File: src/core/hbia_consts.vh
// Register offsets, field positions and reset values of the host bridge.
`ifndef HBIA_CONSTS_VH
`define HBIA_CONSTS_VH
`define HBIA_OFS_IWDATA     7'h50
`define HBIA_OFS_IRDATA     7'h51
`define HBIA_OFS_IADDR_LO   7'h52
`define HBIA_OFS_IADDR_HI   7'h53
`define HBIA_OFS_AUTOINC    7'h54
`define HBIA_OFS_RDBK_LO    7'h56
`define HBIA_OFS_RDBK_HI    7'h57
`define HBIA_OFS_RSV_CTRL   7'h5A
`define HBIA_OFS_BUF_RDY    7'h5C
`define HBIA_OFS_CPU_RST    7'h5D
`define HBIA_OFS_DOORBELL   7'h60
`define HBIA_OFS_BUF_PORT   7'h70
`define HBIA_OFS_PAGE_SEL   7'h7F
`define HBIA_COMM_LAST      7'h4F
`define HBIA_BIT_AUTOINC    0
`define HBIA_BIT_SDRAM_RDY  0
`define HBIA_BIT_DISP_RDY   1
`define HBIA_BIT_CPU_RST    0
`define HBIA_BIT_SUSPEND    1
`define HBIA_BIT_DOORBELL   1
`define HBIA_BIT_PAGE_SEL   0
`define HBIA_RST_BYTE       8'h00
`define HBIA_RST_ADDR       16'h0000
`define HBIA_BLK_SHIFT      12
`define HBIA_BLK_COUNT      13
`endif

File: src/core/hbia_bridge.v
// Host bridge with indirect register window, buffer FIFO and CPU reset.
// What this block does
// (RQ1) Host byte at write data port becomes internal write at current address.
// (RQ2) Offsets 0x50 to 0x54 serve only indirect internal register access.
// (RQ3) Host keeps on-chip CPU in reset before any indirect access.
// (RQ4) Read data port returns internal register byte at current address.
// (RQ5) Sixteen-bit internal address built from writable low and high bytes.
// (RQ6) High address nibble picks function block, each spanning 4 KB.
// (RQ7) Nibble 0 to C decodes global, CPU, colour, DMA, ... 2D graphics.
// (RQ8) With auto-increment set, data port accesses run on continuously.
// (RQ9) Auto-increment adds one per data port access; otherwise address holds.
// (RQ10) Host gets burst access to the internal buffers.
// (RQ11) Buffer words are 16 bits, sent low byte then high byte.
// (RQ12) Read-back ports return last word the host wrote to a buffer.
// (RQ13) High read-back port unused when the 8-bit host bus is selected.
// (RQ14) Status bit 0 is SDRAM buffer ready, bit 1 display ready.
// (RQ15) Host checks buffer ready bit before reading the buffer data port.
// (RQ16) Writing 1 to CPU reset bit 0 holds on-chip CPU in reset.
// (RQ17) CPU reset defaults to 0 for host boot, 1 for mask ROM boot.
// (RQ18) Host downloads code, then writes 0 to CPU reset to start CPU.
// (RQ19) Writing 1 to doorbell bit 1 interrupts the on-chip CPU.
// (RQ20) Byte written with address line low selects the 7-bit register.
// (RQ21) Offsets 0x00-0x4F reach the communication page, 0x50-0x7F control.
`timescale 1ns/1ps
`default_nettype none
`include "hbia_consts.vh"

// Word FIFO with valid and ready on both sides.
module hbia_fifo #(
  parameter WIDTH = 16,
  parameter DEPTH = 32,
  parameter AW    = 5
) (
  // Clock and reset.
  input  wire             clk_i,
  input  wire             rst_n_i,
  // Filling side.
  input  wire             in_valid_i,
  output wire             in_ready_o,
  input  wire [WIDTH-1:0] in_data_i,
  // Draining side.
  output wire             out_valid_o,
  input  wire             out_ready_i,
  output wire [WIDTH-1:0] out_data_o
);
  reg [WIDTH-1:0] mem_reg [0:DEPTH-1];
  reg [AW-1:0]    wr_ptr_reg;
  reg [AW-1:0]    rd_ptr_reg;
  reg [AW:0]      count_reg;
  wire            push;
  wire            pop;

  assign in_ready_o  = (count_reg != DEPTH[AW:0]);
  assign out_valid_o = (count_reg != {(AW+1){1'b0}});
  assign out_data_o  = mem_reg[rd_ptr_reg];
  assign push        = in_valid_i & in_ready_o;
  assign pop         = out_valid_o & out_ready_i;

  // Storage has no reset; only pointers and count need a defined value.
  always @(posedge clk_i) begin
    if (push) begin
      mem_reg[wr_ptr_reg] <= in_data_i;
    end
  end

  // Pointers wrap at the depth, which must be a power of two.
  always @(posedge clk_i or negedge rst_n_i) begin
    if (!rst_n_i) begin
      wr_ptr_reg <= {AW{1'b0}};
      rd_ptr_reg <= {AW{1'b0}};
      count_reg  <= {(AW+1){1'b0}};
    end else begin
      if (push) begin
        wr_ptr_reg <= wr_ptr_reg + 1'b1;
      end
      if (pop) begin
        rd_ptr_reg <= rd_ptr_reg + 1'b1;
      end
      if (push && !pop) begin
        count_reg <= count_reg + 1'b1;
      end else if (pop && !push) begin
        count_reg <= count_reg - 1'b1;
      end
    end
  end
endmodule // hbia_fifo

// Top of the host bridge control logic.
module hbia_bridge #(
  parameter FIFO_DEPTH = 32,
  parameter FIFO_AW    = 5
) (
  // Clock and reset.
  input  wire        ref_clk_i,
  input  wire        rst_n_i,
  // Host parallel bus pins.
  input  wire        hb_cs_n_i,
  input  wire        hb_wr_n_i,
  input  wire        hb_rd_n_i,
  input  wire        hb_a0_i,
  input  wire [7:0]  hb_data_i,
  output reg  [7:0]  hb_data_o,
  output reg         hb_data_oe_o,
  output reg         hb_busy_o,
  // Straps, sampled once after reset release.
  input  wire        boot_from_rom_i,
  input  wire        bus16_mode_i,
  // Internal module register bus.
  output reg  [15:0] int_addr_o,
  output reg  [12:0] int_blk_sel_o,
  output reg  [7:0]  int_wdata_o,
  output reg         int_wr_o,
  output reg         int_rd_o,
  input  wire [7:0]  int_rdata_i,
  // Communication page access.
  output reg  [6:0]  comm_addr_o,
  output reg         page_select_o,
  output reg  [7:0]  comm_wdata_o,
  output reg         comm_wr_o,
  output reg         comm_rd_o,
  input  wire [7:0]  comm_rdata_i,
  // Buffer write word stream.
  output reg         buf_valid_o,
  output reg  [15:0] buf_data_o,
  input  wire        buf_ready_i,
  // Buffer readiness from the buffer controllers.
  input  wire        sdram_buffer_ready_i,
  input  wire        display_buffer_ready_i,
  // On-chip CPU control.
  output reg         cpu_soft_reset_o,
  output reg         cpu_doorbell_o,
  output reg  [7:0]  reserved_control_o
);
  // Pin synchronisers: stage one is read only by stage two.
  reg [3:0]  pin_s1_reg;
  reg [3:0]  pin_s2_reg;
  reg [3:0]  pin_s3_reg;
  reg [7:0]  dat_s1_reg;
  reg [7:0]  dat_s2_reg;
  // Register file.
  reg [6:0]  index_reg;
  reg [15:0] iaddr_reg;
  reg [15:0] iaddr_next;
  reg        autoinc_reg;
  reg [15:0] rdbk_reg;
  reg [7:0]  buf_lo_reg;
  reg        buf_half_reg;
  reg [1:0]  rdy_reg;
  reg        suspend_reg;
  reg        doorbell_reg;
  reg [7:0]  rd_data_reg;
  reg        rd_pend_reg;
  reg        comm_pend_reg;
  reg        strap_done_reg;
  reg        bus16_reg;
  reg [7:0]  read_mux;
  // FIFO wiring.
  reg        fifo_in_valid_reg;
  reg [15:0] fifo_in_data_reg;
  wire       fifo_in_ready;
  wire       fifo_out_valid;
  wire [15:0] fifo_out_data;
  wire       wr_done;
  wire       rd_start;
  wire       rd_done;
  wire       a0_s;
  wire       cs_s;
  wire       out_take;
  integer    k;

  // Pin order in the sync vector: cs, wr, rd, a0.
  always @(posedge ref_clk_i or negedge rst_n_i) begin
    if (!rst_n_i) begin
      pin_s1_reg <= 4'hE;
      pin_s2_reg <= 4'hE;
      pin_s3_reg <= 4'hE;
      dat_s1_reg <= `HBIA_RST_BYTE;
      dat_s2_reg <= `HBIA_RST_BYTE;
    end else begin
      pin_s1_reg <= {hb_cs_n_i, hb_wr_n_i, hb_rd_n_i, hb_a0_i};
      pin_s2_reg <= pin_s1_reg;
      pin_s3_reg <= pin_s2_reg;
      dat_s1_reg <= hb_data_i;
      dat_s2_reg <= dat_s1_reg;
    end
  end

  // A strobe ends on its rising edge; chip select is checked at stage two.
  assign cs_s     = ~pin_s2_reg[3];
  assign a0_s     = pin_s3_reg[0];
  assign wr_done  = cs_s & pin_s2_reg[2] & ~pin_s3_reg[2];
  assign rd_start = cs_s & ~pin_s2_reg[1] & pin_s3_reg[1];
  assign rd_done  = pin_s2_reg[1] & ~pin_s3_reg[1];

  // Next address: one more after each data port access when enabled.
  // A write advances in the cycle after its pulse, so it lands at the old one.
  always @* begin
    iaddr_next = iaddr_reg;
    // (RQ9) advance after access
    if (autoinc_reg && (int_wr_o || (rd_done && rd_pend_reg))) begin
      // (RQ8) continuous port access
      iaddr_next = iaddr_reg + 16'h0001;
    end
  end

  // Read mux for the control section; unmapped offsets read as zero.
  always @* begin
    read_mux = `HBIA_RST_BYTE;
    if (index_reg <= `HBIA_COMM_LAST) begin
      read_mux = rd_data_reg;
    end else if (index_reg == `HBIA_OFS_IWDATA) begin
      read_mux = int_wdata_o;
    end else if (index_reg == `HBIA_OFS_IRDATA) begin
      // (RQ4) indirect read byte
      read_mux = rd_data_reg;
    end else if (index_reg == `HBIA_OFS_IADDR_LO) begin
      read_mux = iaddr_reg[7:0];
    end else if (index_reg == `HBIA_OFS_IADDR_HI) begin
      read_mux = iaddr_reg[15:8];
    end else if (index_reg == `HBIA_OFS_AUTOINC) begin
      read_mux = {7'h00, autoinc_reg};
    end else if (index_reg == `HBIA_OFS_RDBK_LO) begin
      // (RQ12) last written word
      read_mux = rdbk_reg[7:0];
    end else if (index_reg == `HBIA_OFS_RDBK_HI) begin
      // (RQ13) unused in 8-bit mode
      read_mux = bus16_reg ? rdbk_reg[15:8] : `HBIA_RST_BYTE;
    end else if (index_reg == `HBIA_OFS_RSV_CTRL) begin
      read_mux = reserved_control_o;
    end else if (index_reg == `HBIA_OFS_BUF_RDY) begin
      // (RQ14) buffer ready status
      read_mux = {6'h00, rdy_reg};
    end else if (index_reg == `HBIA_OFS_CPU_RST) begin
      read_mux = {6'h00, suspend_reg, cpu_soft_reset_o};
    end else if (index_reg == `HBIA_OFS_DOORBELL) begin
      read_mux = {6'h00, doorbell_reg, 1'b0};
    end else if (index_reg == `HBIA_OFS_PAGE_SEL) begin
      read_mux = {7'h00, page_select_o};
    end
  end

  // Host write decode, indirect access and CPU control.
  always @(posedge ref_clk_i or negedge rst_n_i) begin
    if (!rst_n_i) begin
      index_reg          <= 7'h00;
      iaddr_reg          <= `HBIA_RST_ADDR;
      autoinc_reg        <= 1'b0;
      int_addr_o         <= `HBIA_RST_ADDR;
      int_blk_sel_o      <= 13'h0001;
      int_wdata_o        <= `HBIA_RST_BYTE;
      int_wr_o           <= 1'b0;
      int_rd_o           <= 1'b0;
      comm_addr_o        <= 7'h00;
      page_select_o      <= 1'b0;
      comm_wdata_o       <= `HBIA_RST_BYTE;
      comm_wr_o          <= 1'b0;
      comm_rd_o          <= 1'b0;
      reserved_control_o <= `HBIA_RST_BYTE;
      suspend_reg        <= 1'b0;
      doorbell_reg       <= 1'b0;
      cpu_doorbell_o     <= 1'b0;
      cpu_soft_reset_o   <= 1'b0;
      strap_done_reg     <= 1'b0;
      bus16_reg          <= 1'b0;
      rd_pend_reg        <= 1'b0;
      comm_pend_reg      <= 1'b0;
      rd_data_reg        <= `HBIA_RST_BYTE;
      rdy_reg            <= 2'b00;
    end else begin
      int_wr_o       <= 1'b0;
      int_rd_o       <= 1'b0;
      comm_wr_o      <= 1'b0;
      comm_rd_o      <= 1'b0;
      cpu_doorbell_o <= 1'b0;
      rdy_reg <= {display_buffer_ready_i, sdram_buffer_ready_i};
      // (RQ17) boot strap default
      if (!strap_done_reg) begin
        strap_done_reg   <= 1'b1;
        cpu_soft_reset_o <= boot_from_rom_i;
        bus16_reg        <= bus16_mode_i;
      end
      // (RQ5) sixteen-bit address
      iaddr_reg  <= iaddr_next;
      int_addr_o <= iaddr_next;
      // (RQ6) 4 KB block select
      for (k = 0; k < `HBIA_BLK_COUNT; k = k + 1) begin
        // (RQ7) nibble decode order
        int_blk_sel_o[k] <= (iaddr_next[15:`HBIA_BLK_SHIFT] == k[3:0]);
      end
      if (wr_done && !a0_s) begin
        // (RQ20) address byte
        index_reg <= dat_s2_reg[6:0];
      end else if (wr_done) begin
        if (index_reg <= `HBIA_COMM_LAST) begin
          // (RQ21) communication page
          comm_addr_o  <= index_reg;
          comm_wdata_o <= dat_s2_reg;
          comm_wr_o    <= 1'b1;
        end else if (index_reg == `HBIA_OFS_IWDATA) begin
          // (RQ1) forward write
          int_wdata_o <= dat_s2_reg;
          int_wr_o    <= 1'b1;
        end else if (index_reg == `HBIA_OFS_IADDR_LO) begin
          iaddr_reg[7:0]  <= dat_s2_reg;
          int_addr_o[7:0] <= dat_s2_reg;
        end else if (index_reg == `HBIA_OFS_IADDR_HI) begin
          iaddr_reg[15:8]  <= dat_s2_reg;
          int_addr_o[15:8] <= dat_s2_reg;
          for (k = 0; k < `HBIA_BLK_COUNT; k = k + 1) begin
            int_blk_sel_o[k] <= (dat_s2_reg[7:4] == k[3:0]);
          end
        end else if (index_reg == `HBIA_OFS_AUTOINC) begin
          // (RQ2) indirect window control
          autoinc_reg <= dat_s2_reg[`HBIA_BIT_AUTOINC];
        end else if (index_reg == `HBIA_OFS_RSV_CTRL) begin
          reserved_control_o <= dat_s2_reg;
        end else if (index_reg == `HBIA_OFS_CPU_RST) begin
          // (RQ16) CPU soft reset
          cpu_soft_reset_o <= dat_s2_reg[`HBIA_BIT_CPU_RST];
          suspend_reg      <= dat_s2_reg[`HBIA_BIT_SUSPEND];
        end else if (index_reg == `HBIA_OFS_DOORBELL) begin
          // (RQ19) doorbell interrupt
          doorbell_reg   <= dat_s2_reg[`HBIA_BIT_DOORBELL];
          cpu_doorbell_o <= dat_s2_reg[`HBIA_BIT_DOORBELL];
        end else if (index_reg == `HBIA_OFS_PAGE_SEL) begin
          page_select_o <= dat_s2_reg[`HBIA_BIT_PAGE_SEL];
        end
      end
      // Fetch at the start of a read; the sync delay covers the latency.
      if (rd_start && index_reg == `HBIA_OFS_IRDATA) begin
        int_rd_o    <= 1'b1;
        rd_pend_reg <= 1'b1;
      end else if (rd_start && index_reg <= `HBIA_COMM_LAST) begin
        comm_addr_o   <= index_reg;
        comm_rd_o     <= 1'b1;
        comm_pend_reg <= 1'b1;
      end else if (rd_done) begin
        rd_pend_reg   <= 1'b0;
        comm_pend_reg <= 1'b0;
      end
      if (int_rd_o) begin
        rd_data_reg <= int_rdata_i;
      end else if (comm_rd_o) begin
        rd_data_reg <= comm_rdata_i;
      end
    end
  end

  // Buffer words are paired low byte first, then pushed into the FIFO.
  always @(posedge ref_clk_i or negedge rst_n_i) begin
    if (!rst_n_i) begin
      buf_lo_reg        <= `HBIA_RST_BYTE;
      buf_half_reg      <= 1'b0;
      rdbk_reg          <= 16'h0000;
      fifo_in_valid_reg <= 1'b0;
      fifo_in_data_reg  <= 16'h0000;
    end else begin
      if (fifo_in_valid_reg && fifo_in_ready) begin
        fifo_in_valid_reg <= 1'b0;
      end
      if (wr_done && a0_s && index_reg == `HBIA_OFS_BUF_PORT) begin
        if (!buf_half_reg) begin
          // (RQ11) low byte first
          buf_lo_reg   <= dat_s2_reg;
          buf_half_reg <= 1'b1;
        end else begin
          // (RQ10) burst buffer word
          buf_half_reg      <= 1'b0;
          fifo_in_valid_reg <= 1'b1;
          fifo_in_data_reg  <= {dat_s2_reg, buf_lo_reg};
          rdbk_reg          <= {dat_s2_reg, buf_lo_reg};
        end
      end
    end
  end

  // Buffer word queue; a stalled drain raises the busy pin to the host.
  hbia_fifo #(
    .WIDTH (16),
    .DEPTH (FIFO_DEPTH),
    .AW    (FIFO_AW)
  ) u_fifo (
    .clk_i       (ref_clk_i),
    .rst_n_i     (rst_n_i),
    .in_valid_i  (fifo_in_valid_reg),
    .in_ready_o  (fifo_in_ready),
    .in_data_i   (fifo_in_data_reg),
    .out_valid_o (fifo_out_valid),
    .out_ready_i (out_take),
    .out_data_o  (fifo_out_data)
  );

  // Output stage: the stream register takes a word when it is free.
  assign out_take = ~buf_valid_o | buf_ready_i;

  // Host read data and stream outputs, all from flip-flops.
  always @(posedge ref_clk_i or negedge rst_n_i) begin
    if (!rst_n_i) begin
      hb_data_o    <= `HBIA_RST_BYTE;
      hb_data_oe_o <= 1'b0;
      hb_busy_o    <= 1'b0;
      buf_valid_o  <= 1'b0;
      buf_data_o   <= 16'h0000;
    end else begin
      hb_data_o    <= read_mux;
      hb_data_oe_o <= cs_s & ~pin_s2_reg[1] & pin_s3_reg[0];
      hb_busy_o    <= ~fifo_in_ready | fifo_in_valid_reg;
      if (out_take) begin
        buf_valid_o <= fifo_out_valid;
        buf_data_o  <= fifo_out_data;
      end
    end
  end
endmodule // hbia_bridge
`default_nettype wire

File: config.mk
export PLATFORM = sky130hd
export DESIGN_NAME = hbia_bridge
export DESIGN_NICKNAME = d
export VERILOG_FILES = /design/src/core/hbia_bridge.v
export VERILOG_INCLUDE_DIRS = /design/src /design/src/core
export SDC_FILE = /design/constraint.sdc
export NUM_CORES = 1
export LEC_CHECK = 0
export ABC_CLOCK_PERIOD_IN_PS = 6400
export BUFFER_PORTS_ARGS = -buffer_cell sky130_fd_sc_hd__buf_2
export CORE_MARGIN = 1
export CORE_UTILIZATION = 28
export DETAILED_ROUTE_END_ITERATION = 8
export PLACE_DENSITY_LB_ADDON = 0.05
export RECOVER_POWER = 50
export SLEW_MARGIN = 0
export SYNTH_ARGS = -nofsm -noshare
export SYNTH_HDL_FRONTEND = slang
export SYNTH_SLANG_ARGS = --single-unit
File: constraint.sdc
create_clock -name ref_clk_i -period 6.4 [get_ports ref_clk_i]
set_input_delay 1.28 -clock ref_clk_i [delete_from_list [all_inputs] [get_ports ref_clk_i]]
set_output_delay 1.28 -clock ref_clk_i [all_outputs]
set_load 0.1 [all_outputs]
==> flow_summary.yaml <==
global_routing:
  grt_antenna_before_repair: 2
  grt_max_degree: 130
  overflow: 0
  track_usage_pct: 16.3
  grt_pass1_vias: 16218
  grt_first_pass_wirelength_mm: 120
critical_path:
  critPathMaxFanout: 83
  worstPathCellList: "buf_12 -> nand2b_2 -> o22ai_1 -> a2111oi_0 -> nor3_1"
  crit_buf_inv: 1
  ff2ff_path_depth: 5
  path_class: "reg2reg"
  r2r_start: "u_fifo.rd_ptr_reg[0]"
  crit_slowest_cell: "a2111oi_0"
  cpPeakStageDelay_ns: 1.24
  cp-end-kind: "register"
  worstPathRequired_ns: 6.85
  reg2reg_to: "buf_data_o[6]"
  cp.arrival_ns: 4.44
  crit_family: "compound AO/OA/AOI/OAI gates"
  crit_path_start_kind: "register"
  regToRegSetupSlack_ns: 2.42
power:
  p_total_mw: 12.4
  combinationalPowerShare_pct: 21.5
  p_sw_mw: 4.08
  p_per_area_nw_per_um2: 379
  pwr-share-seq_pct: 42.8
  cellLeakagePower_nw: 13.0
  switching_share_pct: 32.8
  internal_power_mw: 8.34
  vdd_drop_max_uv: 354
  clkPwrFrac_pct: 35.7
min_path:
  hp-class: "reg2reg"
  holdPathEnd: "dat_s2_reg[5]"
  min_path_cells: 0
  worstHoldStart: "dat_s1_reg[5]"
logic_synthesis:
  ys_top_cells_by_area: "edfxtp_1, dfrtp_1, mux4_2"
  ys_ff_latch: 698
  yosys_warnings: 0
  async_flop_share_pct: 26.6
  netlist_area_sq_um: 28000
  syn-num-nets: 1725
  synth_top_area_share_pct: 54.9
  syn_inst: 1678
  seq_area_frac_synth_pct: 71.5
  synth_edf_count: 512
  synth_ff_type: "edfxtp_1"
  avgSynthCellArea_sq_um: 16.7
  synth.distinct_cells: 77
  synth_top_area_cell: "edfxtp_1"
timing:
  slew_headroom_pct: -106
  max_freq_mhz: 251
  final-setup-viol-count: 0
  finClkSkew_ns: 0.0204
  finalCriticalPeriod_ns: 3.98
  grt_setup_unrepaired: "no"
  finalMaxSlewViolations: 596
  finalHoldViolCount: 0
  worst_pin_slew_ns: 3.09
  period_share_pct: 62.3
  tns_ns: 0
floorplan:
  initial_utilization_pct: 28.4
  die_w_microns: 318
  core_area_sq_um: 98700
  die_h_microns: 318
  rows: 115
  dieArea_sq_um: 101000
  io_pins: 129
clocking:
  cts_setup_buffers: 0
  cts-root-buf: "clkbuf_16"
  h-tree-depth: 3
  insertion_delay_ns: 0.63
  clkTransAtPathRegs_ns: 0.06
  cts_tree: "done"
  cts_buffers: 82
  cts_max_path_buffers: 3
  hold_buffers: 0
  clock_sinks: 698
  post_cts_resized: 0
final_layout:
  final_common_cell: "edfxtp_1"
  final_core_util_pct: 33.2
  final_nets: 1910
  mostFrequentLayoutCells: "edfxtp_1, dfrtp_1, buf_2"
  areaGrowthSynthToFinish_pct: 17.0
  largest_register_ffs: 512
  drive_gt1_share_pct: 24.2
detailed_routing:
  final_antenna_net_count: 0
  vias: 15447
  drtIter0Drc: 962
  route.detailed.drc: 0
  drt_first_pass_iters: 5
  drt-total-wl_mm: 82.7
  via_per_inst: 4.81
  routedWlPerCell_microns: 25.8
outcome:
  status: "finished with violations"
  violations: "max-capacitance violations, max-slew violations"
placement:
  gp_congestion: 0.774
  dp_hpwl_mm: 50.1
  io_buffers: 128
flow_run:
  drv_cap: 17
## through the flow
stage	hold WS (ns)	std cells	cell area, sq um	setup WS (ns)
floorplan	0.331	1678	28000	3.21
global placement	0.334	3065	30300	2.09
detailed placement	0.336	3066	30300	2.35
CTS	0.348	3209	32900	2.34
global route	0.347	3209	32800	2.02
finish	0.345	3210	32800	2.42
## power groups by stage
stage               logic, mW  registers, mW  clock network, mW
floorplan                1.34           6.05                  0
global placement         2.73           5.43                  0
detailed placement       2.73           5.43                  0
CTS                      2.74           5.34               4.60
global route             2.82           5.36               4.76
finish                   2.67           5.32               4.43
## per-layer routing
metal	up-vias	share of wire [%]	GRT usage, %	wire (microns)
met3	112	3.6	2.84	2950
met2	293	48	26.8	39800
met4	2	2.4	4.58	1990
li1	6908	-	-	-
met5	-	0.016	0	13
met1	8132	46	22.2	37900
## kinds of logic (layout without fill, tap and decap cells)
kind of cell | Yosys count | count (layout) | synth area share (%)
compound gates | 222 | 222 | 5.10
xor+xnor | 29 | 29 | 0.907
fa+ha+maj | 12 | 12 | 0.563
buf+inv | 106 | 350 | 1.86
flops | 698 | 698 | 71.5
mux | 235 | 235 | 13.2
other cells | 1 | 2 | 0.0134
simple gates | 375 | 375 | 6.85
## how the worst max path moves through the flow
stage | from | to | slack (ns) | cells after the start
3_3_place_gp | u_fifo.rd_ptr_reg[0] | buf_data_o[12] | 2.09 | 6
6_report | u_fifo.rd_ptr_reg[0] | buf_data_o[6] | 2.42 | 5
5_1_grt | u_fifo.count_reg[0] | u_fifo.count_reg[5] | 2.02 | 13
4_1_cts | u_fifo.rd_ptr_reg[0] | buf_data_o[5] | 2.34 | 6
3_5_place_dp | u_fifo.rd_ptr_reg[0] | buf_data_o[5] | 2.35 | 6
2_1_floorplan | buf_ready_i | u_fifo.count_reg[5] | 3.21 | 12
## synth_stat cells (10+ instances only)
cell and n:
xnor2_1 18, nand2b_1 15, ha_1 11, o22ai_1 37, edfxtp_1 512, nor3_1 18, clkbuf_1 44, xor2_1 11
dfrtp_1 177, a22oi_1 21, o21ai_0 47, inv_1 14, nand4_1 18, mux4_2 102, mux2i_1 84, buf_6 10
nor2b_1 12, nand2_1 116, buf_2 27, a2111oi_0 20, mux2_2 43, a21oi_1 50, nor2_1 106, nand3_1 24
## layout make-up
type | instances | area [sq um]
fillers | 9636 | 65900
flip-flops and latches | 698 | 20000
multi-input cells | 874 | 7450
clock buffers | 116 | 2320
well taps | 1287 | 1610
repair buffers | 193 | 1110
clock inverters | 27 | 191
inverters | 14 | 52.6
diodes | 1 | 2.50
## worst register-to-register path, stage by stage, from the launching register on
cell	delay, ns
dfrtp_4	0.78
buf_12	0.62
nand2b_2	0.89
o22ai_1	0.20
a2111oi_0	1.24
nor3_1	0.08
Note: power is estimated with default switching activity, not from simulation.
